### config.mk
export PLATFORM = sky130hd
export DESIGN_NAME = smcws_sequencer
export DESIGN_NICKNAME = d
export VERILOG_FILES = /design/src/smcws_pkg.sv /design/src/smcws_sequencer.sv
export SDC_FILE = /design/constraint.sdc
export NUM_CORES = 1
export LEC_CHECK = 0
export ABC_AREA = 1
export BUFFER_PORTS_ARGS = -buffer_cell sky130_fd_sc_hd__buf_2
export CAP_MARGIN = 25
export CORE_MARGIN = 2
export CORE_UTILIZATION = 25
export DETAILED_ROUTE_END_ITERATION = 12
export PLACE_DENSITY = 0.36
export SETUP_SLACK_MARGIN = 0.2
export SYNTH_ARGS = -nofsm -noshare
export SYNTH_HDL_FRONTEND = slang
export SYNTH_SLANG_ARGS = --single-unit
### constraint.sdc
create_clock -name clock -period 13.2 [get_ports clock]
set_clock_uncertainty 0.2 [all_clocks]
set_input_delay 2.64 -clock clock [delete_from_list [all_inputs] [get_ports clock]]
set_output_delay 2.64 -clock clock [all_outputs]
set_load 0.01 [all_outputs]
### src/smcws_pkg.sv
package smcws_pkg;

    localparam int CHIP_SELECT_N = 4;

    // Register word offsets (byte addresses).
    localparam logic [7:0] SETUP_OFF = 8'h00;
    localparam logic [7:0] PULSE_OFF = 8'h04;
    localparam logic [7:0] CYCLE_OFF = 8'h08;
    localparam logic [7:0] MODE_OFF = 8'h0C;
    localparam logic [7:0] CS_STRIDE = 8'h10;
    localparam logic [7:0] SCRMODE_OFF = 8'h80;
    localparam logic [7:0] KEY1_OFF = 8'h84;
    localparam logic [7:0] KEY2_OFF = 8'h88;
    localparam logic [7:0] STATUS_OFF = 8'h8C;

    // Reset values.
    localparam logic [31:0] SETUP_RST = 32'h01010101;
    localparam logic [31:0] PULSE_RST = 32'h01010101;
    localparam logic [31:0] CYCLE_RST = 32'h00030003;
    localparam logic [31:0] MODE_RST = 32'h00000003;

    // Field positions.
    localparam int RD_MODE_BIT = 0;
    localparam int WR_MODE_BIT = 1;
    localparam int SU_WE_LSB = 0;
    localparam int SU_CSWR_LSB = 8;
    localparam int SU_RD_LSB = 16;
    localparam int SU_CSRD_LSB = 24;
    localparam int SU_W = 6;
    localparam int PU_W = 7;
    localparam int CY_W = 9;
    localparam int CY_WR_LSB = 0;
    localparam int CY_RD_LSB = 16;

    typedef enum logic [1:0] {
        SMCWS_GAP_NONE,
        SMCWS_GAP_CS,
        SMCWS_GAP_EARLY,
        SMCWS_GAP_RELOAD
    } smcws_gap_e;

    typedef struct packed {
        logic valid;
        logic write;
        logic [1:0] cs;
        logic [31:0] data;
    } smcws_req_s;

    typedef struct packed {
        logic [7:0] addr;
        logic [31:0] wdata;
        logic wr;
        logic rd;
    } smcws_bus_s;

endpackage

### src/smcws_sequencer.sv
// The implementer's own choices: the register offsets and the strobed register port.
`timescale 1ns/1ps
module smcws_sequencer
    import smcws_pkg::*;
(
    input wire logic clock,
    input wire logic rst_b,
    input wire smcws_pkg::smcws_bus_s bus,
    output logic [31:0] rdata_ff,
    input wire smcws_pkg::smcws_req_s req,
    input wire logic slowClock,
    input wire logic wrStrobeFeedback,
    input wire logic [31:0] memRdata,
    output logic reqTaken_ff,
    output logic [1:0] gapKind_ff,
    output logic [31:0] memWdata_ff,
    output logic [31:0] plainRdata_ff,
    output logic [CHIP_SELECT_N-1:0] csN_ff,
    output logic readStrobeN_ff,
    output logic writeStrobeN_ff,
    output logic [9:0] wrHold_ff,
    output logic [9:0] rdHold_ff
);
    import smcws_pkg::*;

    ////////////////////////////////////////////////////////////////////////
    // Configuration registers.
    logic [31:0] setup_ff [CHIP_SELECT_N];
    logic [31:0] pulse_ff [CHIP_SELECT_N];
    logic [31:0] cycle_ff [CHIP_SELECT_N];
    logic [31:0] mode_ff [CHIP_SELECT_N];
    logic [CHIP_SELECT_N-1:0] scrEn_ff;
    logic [31:0] key1_ff;
    logic [31:0] key2_ff;
    logic reloadPend_ff;
    logic slowSync1_ff;
    logic slowSync2_ff;
    logic slowPrev_ff;
    logic fbSync1_ff;
    logic fbSync2_ff;

    function automatic logic csHit(input logic [7:0] a, input int cs,
                                   input logic [7:0] off);
        return a == 8'((cs * CS_STRIDE) + off);
    endfunction

    genvar g;
    generate
        for (g = 0; g < CHIP_SELECT_N; g++) begin : gCs
            always_ff @(posedge clock) begin
                if (!rst_b) begin
                    setup_ff[g] <= SETUP_RST;
                    pulse_ff[g] <= PULSE_RST;
                    cycle_ff[g] <= CYCLE_RST;
                    mode_ff[g] <= MODE_RST;
                end else if (bus.wr) begin
                    if (csHit(bus.addr, g, SETUP_OFF)) begin
                        setup_ff[g] <= bus.wdata;
                    end
                    if (csHit(bus.addr, g, PULSE_OFF)) begin
                        pulse_ff[g] <= bus.wdata;
                    end
                    if (csHit(bus.addr, g, CYCLE_OFF)) begin
                        cycle_ff[g] <= bus.wdata;
                    end
                    if (csHit(bus.addr, g, MODE_OFF)) begin
                        mode_ff[g] <= bus.wdata;
                    end
                end
            end
        end
    endgenerate

    logic modeWrite;
    always_comb begin
        modeWrite = 1'b0;
        for (int i = 0; i < CHIP_SELECT_N; i++) begin
            if (bus.wr && csHit(bus.addr, i, MODE_OFF)) begin
                modeWrite = 1'b1;
            end
        end
    end

    always_ff @(posedge clock) begin
        if (!rst_b) begin
            scrEn_ff <= '0;
            key1_ff <= '0;
            key2_ff <= '0;
        end else if (bus.wr) begin
            if (bus.addr == SCRMODE_OFF) begin
                scrEn_ff <= bus.wdata[CHIP_SELECT_N-1:0];
            end
            if (bus.addr == KEY1_OFF) begin
                key1_ff <= bus.wdata;
            end
            if (bus.addr == KEY2_OFF) begin
                key2_ff <= bus.wdata;
            end
        end
    end

    ////////////////////////////////////////////////////////////////////////
    // Register read port; keys read as zero.
    always_ff @(posedge clock) begin
        if (!rst_b) begin
            rdata_ff <= '0;
        end else if (bus.rd) begin
            rdata_ff <= '0;
            for (int i = 0; i < CHIP_SELECT_N; i++) begin
                if (csHit(bus.addr, i, SETUP_OFF)) rdata_ff <= setup_ff[i];
                if (csHit(bus.addr, i, PULSE_OFF)) rdata_ff <= pulse_ff[i];
                if (csHit(bus.addr, i, CYCLE_OFF)) rdata_ff <= cycle_ff[i];
                if (csHit(bus.addr, i, MODE_OFF)) rdata_ff <= mode_ff[i];
            end
            if (bus.addr == SCRMODE_OFF) begin
                rdata_ff <= {{(32-CHIP_SELECT_N){1'b0}}, scrEn_ff};
            end
            if (bus.addr == STATUS_OFF) begin
                rdata_ff <= {29'h0, reloadPend_ff, gapKind_ff};
            end
        end else begin
            rdata_ff <= '0;
        end
    end

    ////////////////////////////////////////////////////////////////////////
    // Synchronisers for pins.
    always_ff @(posedge clock) begin
        if (!rst_b) begin
            slowSync1_ff <= 1'b0;
            slowSync2_ff <= 1'b0;
            slowPrev_ff <= 1'b0;
            fbSync1_ff <= 1'b1;
            fbSync2_ff <= 1'b1;
        end else begin
            slowSync1_ff <= slowClock;
            slowSync2_ff <= slowSync1_ff;
            slowPrev_ff <= slowSync2_ff;
            fbSync1_ff <= wrStrobeFeedback;
            fbSync2_ff <= fbSync1_ff;
        end
    end

    ////////////////////////////////////////////////////////////////////////
    // Gap decision between the last and the next access.
    logic lastValid_ff;
    logic lastWrite_ff;
    logic [1:0] lastCs_ff;
    logic gapDone_ff;
    logic [9:0] effSetup [4];
    logic [9:0] effPulse [4];
    logic [9:0] effCycle [2];
    smcws_gap_e gap;

    function automatic logic [9:0] setupVal(input logic [SU_W-1:0] s);
        return {4'h0, s[5], 5'h00} * 10'h004 + {5'h00, s[4:0]};
    endfunction
    function automatic logic [9:0] pulseVal(input logic [PU_W-1:0] p);
        return {p[6], 8'h00} + {4'h0, p[5:0]} + {p[6], 9'h000} * 10'h000;
    endfunction
    function automatic logic [9:0] cycleVal(input logic [CY_W-1:0] c);
        return {c[8:7], 8'h00} + {3'h0, c[6:0]};
    endfunction

    logic [31:0] curSetup;
    logic [31:0] curPulse;
    logic [31:0] curCycle;
    logic [31:0] curMode;
    logic [31:0] lastSetup_ff;
    logic [31:0] lastPulse_ff;
    logic [31:0] lastCycle_ff;
    logic [31:0] lastMode_ff;
    logic [9:0] lastWeHold;
    logic [9:0] lastCsWrHold;
    logic [9:0] nxtRdHold;

    always_comb begin
        curSetup = setup_ff[req.cs];
        curPulse = pulse_ff[req.cs];
        curCycle = cycle_ff[req.cs];
        curMode = mode_ff[req.cs];
        for (int i = 0; i < 4; i++) begin
            effSetup[i] = setupVal(lastSetup_ff[i*8 +: SU_W]);
            effPulse[i] = pulseVal(lastPulse_ff[i*8 +: PU_W]);
        end
        effCycle[0] = cycleVal(lastCycle_ff[CY_WR_LSB +: CY_W]);
        effCycle[1] = cycleVal(lastCycle_ff[CY_RD_LSB +: CY_W]);
        lastWeHold = effCycle[0] - effSetup[0] - effPulse[0];
        lastCsWrHold = effCycle[0] - effSetup[1] - effPulse[1];
        nxtRdHold = cycleVal(curCycle[CY_RD_LSB +: CY_W])
            - setupVal(curSetup[SU_RD_LSB +: SU_W])
            - pulseVal(curPulse[SU_RD_LSB +: PU_W]);
    end

    logic earlyNeed;
    always_comb begin
        earlyNeed = 1'b0;
        if (lastWrite_ff && !req.write) begin
            if (lastMode_ff[WR_MODE_BIT]) begin
                if (lastWeHold == 10'h000 && (curMode[RD_MODE_BIT]
                    ? curSetup[SU_RD_LSB +: SU_W] == '0
                    : curSetup[SU_CSRD_LSB +: SU_W] == '0)) begin
                    earlyNeed = 1'b1;
                end
                if (lastWeHold == 10'h000 && !fbSync2_ff) begin
                    earlyNeed = 1'b1;
                end
            end else if (lastCsWrHold == 10'h000 &&
                         curSetup[SU_CSRD_LSB +: SU_W] == '0) begin
                earlyNeed = 1'b1;
            end
        end
    end

    always_comb begin
        gap = SMCWS_GAP_NONE;
        if (lastValid_ff && !gapDone_ff) begin
            if (req.cs != lastCs_ff) begin
                gap = SMCWS_GAP_CS;
            end else if (reloadPend_ff) begin
                gap = SMCWS_GAP_RELOAD;
            end else if (earlyNeed) begin
                gap = SMCWS_GAP_EARLY;
            end else if (!lastWrite_ff && req.write) begin
                gap = SMCWS_GAP_EARLY;
            end
        end else if (!lastValid_ff && reloadPend_ff && !gapDone_ff) begin
            gap = SMCWS_GAP_RELOAD;
        end
    end

    logic take;
    assign take = req.valid && gap == SMCWS_GAP_NONE;

    always_ff @(posedge clock) begin
        if (!rst_b) begin
            reloadPend_ff <= 1'b0;
        end else if (modeWrite || slowSync2_ff != slowPrev_ff) begin
            reloadPend_ff <= 1'b1;
        end else if (req.valid && gap != SMCWS_GAP_NONE) begin
            reloadPend_ff <= 1'b0;
        end
    end

    always_ff @(posedge clock) begin
        if (!rst_b) begin
            gapDone_ff <= 1'b0;
            gapKind_ff <= SMCWS_GAP_NONE;
            reqTaken_ff <= 1'b0;
        end else begin
            gapDone_ff <= req.valid && gap != SMCWS_GAP_NONE;
            gapKind_ff <= req.valid ? gap : SMCWS_GAP_NONE;
            reqTaken_ff <= take;
        end
    end

    always_ff @(posedge clock) begin
        if (!rst_b) begin
            lastValid_ff <= 1'b0;
            lastWrite_ff <= 1'b0;
            lastCs_ff <= '0;
            lastSetup_ff <= SETUP_RST;
            lastPulse_ff <= PULSE_RST;
            lastCycle_ff <= CYCLE_RST;
            lastMode_ff <= MODE_RST;
        end else if (take) begin
            lastValid_ff <= 1'b1;
            lastWrite_ff <= req.write;
            lastCs_ff <= req.cs;
            lastSetup_ff <= curSetup;
            lastPulse_ff <= curPulse;
            lastCycle_ff <= curCycle;
            lastMode_ff <= curMode;
        end
    end

    ////////////////////////////////////////////////////////////////////////
    // Strobes, scrambling and hold outputs.
    logic [31:0] keyStream;
    assign keyStream = key1_ff ^ {key2_ff[15:0], key2_ff[31:16]};

    always_ff @(posedge clock) begin
        if (!rst_b) begin
            csN_ff <= '1;
            readStrobeN_ff <= 1'b1;
            writeStrobeN_ff <= 1'b1;
            memWdata_ff <= '0;
            plainRdata_ff <= '0;
            wrHold_ff <= '0;
            rdHold_ff <= '0;
        end else begin
            csN_ff <= '1;
            readStrobeN_ff <= 1'b1;
            writeStrobeN_ff <= 1'b1;
            if (take) begin
                csN_ff[req.cs] <= 1'b0;
                readStrobeN_ff <= req.write;
                writeStrobeN_ff <= !req.write;
                memWdata_ff <= scrEn_ff[req.cs]
                    ? req.data ^ keyStream : req.data;
            end else if (gap == SMCWS_GAP_EARLY && lastWrite_ff &&
                         lastMode_ff[WR_MODE_BIT]) begin
                csN_ff[lastCs_ff] <= 1'b0;
            end
            plainRdata_ff <= scrEn_ff[lastCs_ff]
                ? memRdata ^ keyStream : memRdata;
            wrHold_ff <= lastWeHold;
            rdHold_ff <= nxtRdHold;
        end
    end

endmodule
After elaboration in Yosys (flattened, before gate mapping)
Memory sizes are Yosys's and may differ from the RTL's.
Cells that the tools add are included.
{ "word_totals": {"register_bits": 244, "ram_bits": 512, "mem_count": 4} }
{ "classes": {"reduce_logical": 40, "magnitude_cmp": 4, "bitwise": 23, "n_mux": 129, "add_sub_neg": 14, "eq_ne": 22} }
{ "memory_table": {"columns": ["memory", "words", "word_bits", "rd", "rd_ports_with_merged_regs", "wr", "line_no", "text"], "rows": [
  ["cycle_ff", 4, 32, 5, 0, 4, "smcws_sequencer.sv:30", "logic [31:0] cycle_ff [CHIP_SELECT_N];"],
  ["mode_ff", 4, 32, 5, 0, 4, "smcws_sequencer.sv:31", "logic [31:0] mode_ff [CHIP_SELECT_N];"],
  ["pulse_ff", 4, 32, 5, 0, 4, "smcws_sequencer.sv:29", "logic [31:0] pulse_ff [CHIP_SELECT_N];"],
  ["setup_ff", 4, 32, 5, 0, 4, "smcws_sequencer.sv:28", "logic [31:0] setup_ff [CHIP_SELECT_N];"]
]} }
{ "ops": {"columns": ["op", "count"], "rows": [
  ["$mux W32", 34],
  ["$xor A32 B32 Y32", 3],
  ["$mux W1", 81],
  ["$eq A8 B6 Y1 const B", 8],
  ["$eq A8 B5 Y1 const B", 4],
  ["$eq A8 B8 Y1 const B", 4],
  ["$add A9 B6 Y10", 3],
  ["$sub A10 B10 Y10", 3],
  ["$sub A10 B9 Y10", 3],
  ["$add A8 B5 Y9", 3],
  ["$add A10 B7 Y10", 2],
  ["$logic_not A10 Y1", 2],
  ["$logic_and A1 B1 Y1", 18],
  ["$eq A8 B4 Y1 const B", 2],
  ["$or A1 B1 Y1", 16],
  ["$logic_not A6 Y1", 2],
  ["$mux W2", 6],
  ["$mux W4", 3],
  ["$reduce_and A2 Y1", 6],
  ["$eq A8 B3 Y1 const B", 1],
  ["$logic_not A8 Y1", 1],
  ["$not A4 Y4", 2],
  ["$lt A2 B3 Y1 const B", 2],
  ["$logic_not A1 Y1", 5],
  ["other kinds (13)", 18]
]} }

Logic depth before layout (Yosys ltp)
{ "logic_depth": {"word_depth": 19, "depth_mapped": 28} }

Worst setup path before layout
OpenSTA, ideal clock, no wires.
{ "synth_path": {"path_type": "input to register", "startpoint": "input bus[41] (netlist bit)", "endpoint": "memory setup_ff[1][0], enable pin", "path_slack_ps": 6613, "path_stages": 8, "n_path_buf": 1, "arrival_time_ps": 5921, "cell_sequence": "inv_1 > nand2_1 > nor3_1 > inv_1 > nor2_1 > buf_2 > inv_1 > o21ai_0"} }
{ "synth_lines": {"columns": ["item", "line_no", "text"], "rows": [
  ["start: declaration", "smcws_sequencer.sv:8", "input wire smcws_pkg::smcws_bus_s bus,"],
  ["end: declaration", "smcws_sequencer.sv:28", null]
]} }

Worst setup path in the final report
{ "layout_path": {"startpoint": "input req[32] (netlist bit)", "endpoint": "register rdHold_ff[8]"} }
{ "layout_between": {"elab_chain_cells": 4, "elab_cells_between_ends": 8, "classes_between": "add/sub (5); memory (3)"} }
{ "layout_lines": {"columns": ["item", "line_no", "text"], "rows": [
  ["start: declaration", "smcws_sequencer.sv:10", "input wire smcws_pkg::smcws_req_s req,"],
  ["$mem_v2 Z4 W32, on equally long branches", null, null],
  ["$add A10 B7 Y10 / $add A8 B5 Y9 (equally long branches)", "smcws_sequencer.sv:162, smcws_sequencer.sv:156", null],
  ["$sub A10 B9 Y10", "smcws_sequencer.sv:191", "- setupVal(curSetup[SU_RD_LSB +: SU_W])"],
  ["$sub A10 B10 Y10 (*)", "smcws_sequencer.sv:192", "- pulseVal(curPulse[SU_RD_LSB +: PU_W]);"],
  ["end signal: assignment", "smcws_sequencer.sv:308", "rdHold_ff <= nxtRdHold;"],
  ["end: declaration", "smcws_sequencer.sv:22", "output logic [9:0] rdHold_ff"]
]} }
Mark *: on every way between the ends. The rest lies on a longest branch, timed or not.
A chain may end at the register's enable or synchronous reset.

==> impl_metrics.env <==
export IMPL_clkTransAtPathRegs_ns=0.06
export IMPL_drive_above_1_share_pct=12.04
export IMPL_ys_ff_latch=752
export IMPL_grt_max_degree=109
export IMPL_finalNonFillerCells=5908
export IMPL_core_area_um2=137200
export IMPL_cellPowerDensity_nw_per_um2=150.6
export IMPL_gp_congestion=0.8638
export IMPL_reg2regPathDepth=27
export IMPL_worst_slack_ns=6.652
export IMPL_drt_total_wl_um=143600
export IMPL_cts_tree="built"
export IMPL_clock_sinks=752
export IMPL_cts_buffers=90
export IMPL_endpoint="rdHold_ff[8]"
export IMPL_critical_path_slowest_cell="buf_4"
export IMPL_htree_levels=3
export IMPL_dp_hpwl_um=99890
export IMPL_synth_top_flop_cell="edfxtp_1"
export IMPL_placed_cells=5736
export IMPL_synthArstFlopShare_pct=0
export IMPL_clockRootBuffer="clkbuf_16"
export IMPL_r2r_start="lastCycle_ff[2]"
export IMPL_crit_type="in -> reg"
export IMPL_critPathArrivalTime_ns=6.97
export IMPL_grt_pass1_vias=26730
export IMPL_drtIter0Drc=2192
export IMPL_dieWidth_um=375.5
export IMPL_worstSetupStartpoint="req[32]"
export IMPL_via_per_inst=4.617
export IMPL_status="completed"
export IMPL_ant_nets=0
export IMPL_max_freq_mhz=152.7
export IMPL_wire_per_inst_um=24.31
export IMPL_slew_headroom_pct=27.54
export IMPL_cp_num_buf_inv=6
export IMPL_hold_ws_ns=0.2125
export IMPL_drv_cap=0
export IMPL_start_kind="primary input"
export IMPL_cp_end_kind="register"
export IMPL_die_area_um2=141000
export IMPL_avgSynthCellArea_um2=8.972
export IMPL_crit_family="adder cells"
export IMPL_rsz0062_at_grt="false"
export IMPL_fp_dieH_um=375.5
export IMPL_syn_inst=3846
export IMPL_antenna_found_initial=8
export IMPL_nets=4234
export IMPL_synthesis_nets=4043
export IMPL_ys_warn_count=0
export IMPL_finalHoldViolCount=0
export IMPL_netlist_area_leader_share_pct=44.56
export IMPL_regToRegEndpoint="lastSetup_ff[0]"
export IMPL_layout_min_cycle_time_ns=6.548
export IMPL_path_cells="buf_2 > nand2_2 > inv_2 > buf_4 > nand2_1 > nand4_1 > ha_1 > ha_1 > fa_1 > inv_1 > ha_1 > a21oi_1 > inv_1 > a31oi_1 > nor2_1 > o21ai_0 > nand2_1 > nand2_1 > inv_1 > o21a_1 > nor2_1 > o21ai_0 > a21oi_1"
export IMPL_groute_usage_overall_pct=20.05
export IMPL_synth_edff_count=512
export IMPL_cp_required_ns=13.62
export IMPL_cts_resized=0
export IMPL_port_buffers=238
export IMPL_clk_path_buf_depth=3
export IMPL_synthDistinctLibCells=42
export IMPL_vias=27280
export IMPL_grt_pass1_wl_um=202300
export IMPL_drv_slew=0
export IMPL_syn_area_um2=34510
export IMPL_grt_overflow=0
export IMPL_synth_most_common_cell="nand2_1"
export IMPL_timing_setup_tns_ns=0
export IMPL_crit_path_max_incr_delay_ns=0.60
export IMPL_fin_crit_sh_pct=49.61
export IMPL_tightest_slew_ns=1.083
export IMPL_ys_seq_area_share_pct=58.48
export IMPL_setup_viol=0
export IMPL_drt_first_pass_iters=5
export IMPL_power_total_mw=6.144
export IMPL_clock_latency_ns=0.70
export IMPL_drc_errors=0
export IMPL_start_util_pct=25.16
export IMPL_rrSetupSlack_ns=7.93
export IMPL_irDropWorstVdd_mv=0.09307
export IMPL_leakage_nw=16.75
export IMPL_ioPinCount=239
export IMPL_fin_area_um2=40790
export IMPL_worst_path_stages=23
export IMPL_hold_path_class="reg -> reg"
export IMPL_dpl_cell_area_um2=37810
export IMPL_ys_top_cells_by_area="edfxtp_1 (45%), dfxtp_1 (14%), nand2_1 (9.1%)"
export IMPL_ctsHoldBuffers=0
export IMPL_rows=136
export IMPL_yosys_area_top_type="edfxtp_1"
export IMPL_synthTopCellsByCount="nand2_1 (834), nor2_1 (804), edfxtp_1 (512)"
export IMPL_crit_path_max_fanout=52
export IMPL_dp_slack_ns=5.864
export IMPL_post_cts_buffers=0
export IMPL_final_core_util_pct=29.74
export IMPL_syn2layout_area_growth_pct=18.22
## layout make-up
cell class	count	area (µm²)
Inverter	374	1404
Antenna cell	3	7.507
Clock inverter	37	384.1
Sequential cell	752	20180
Clock buffer	129	2517
Timing Repair Buffer	302	1743
Multi-Input combinational cell	2517	12310
Fill cell	14650	96360
Tap cell	1794	2245
## layout by cell type (no fill, tap or decap), drive strengths merged
master and instances:
ha 68, nand2 836, dfxtp 240, a22o 3, a21boi 2, o21bai 4
a21oi 163, mux2i 2, o22ai 11, o211ai 14, nor4 1, or2 8
inv 341, o21a 2, nor3 23, a221oi 8, a31oi 1, o21ai 187
a211oi 32, clkbuf 129, fa 15, xor2 41, buf 302, o2111ai 1
o221ai 11, clkinvlp 4, a22oi 48, diode 3, bufinv 6, nor2 806
edfxtp 512, clkinv 60, nand3b 2, nand3 90, nand4 103, xnor2 35
## where the power goes
part	switching, mW	total (mW)	leakage, nW	internal, mW
Combinational	0.604	0.890	8.47	0.286
Clock	1.07	2.51	1.41	1.45
Sequential	0.0830	2.74	6.86	2.66
## layer usage
layer  track usage, %  routed length [µm]  up-vias
met5                0                   0        -
met4            5.698                3989        0
met3            2.882                5498      174
met2            32.61               66980      611
met1            27.63               67170    13450
li1                 -                   -    13040
## kinds of logic after synthesis
| group | share of synthesized area [%] |
|---|---|
| XOR/XNOR | 1.929 |
| multiplexers | 0.05802 |
| AND/OR/NAND/NOR | 21.65 |
| adder cells (fa/ha/maj) | 3.336 |
| buffers and inverters | 6.451 |
| flip-flops | 58.48 |
| AO/OA/AOI/OAI | 8.097 |
## worst min-delay path by stage
stage / start / to / slack [ns] / depth (start not counted)
finish: slowSync1_ff / slowSync2_ff / 0.21 / 2
global route: fbSync1_ff / fbSync2_ff / 0.23 / 1
CTS: slowSync1_ff / slowSync2_ff / 0.22 / 2
detailed placement: fbSync1_ff / fbSync2_ff / 0.20 / 1
global placement: slowSync1_ff / slowSync2_ff / 0.20 / 2
floorplan: slowSync1_ff / slowSync2_ff / 0.19 / 2
## tightest hold or removal path, stage by stage (launching register included)
cell and delay (ns):
dfxtp_1 0.30, nand2_1 0.04, inv_1 0.04
## state kept, by name, summed over array words and instances (netlist names), 9 cells and up
register / flops
wrHold_ff: 10
cycle_ff: 128
setup_ff: 128
key1_ff: 32
rdata_ff: 32
memWdata_ff: 32
key2_ff: 32
plainRdata_ff: 32
pulse_ff: 128
rdHold_ff: 10
mode_ff: 128
lastPulse_ff: 14
lastSetup_ff: 12
lastCycle_ff: 9
(Power assumes the default switching activity.)
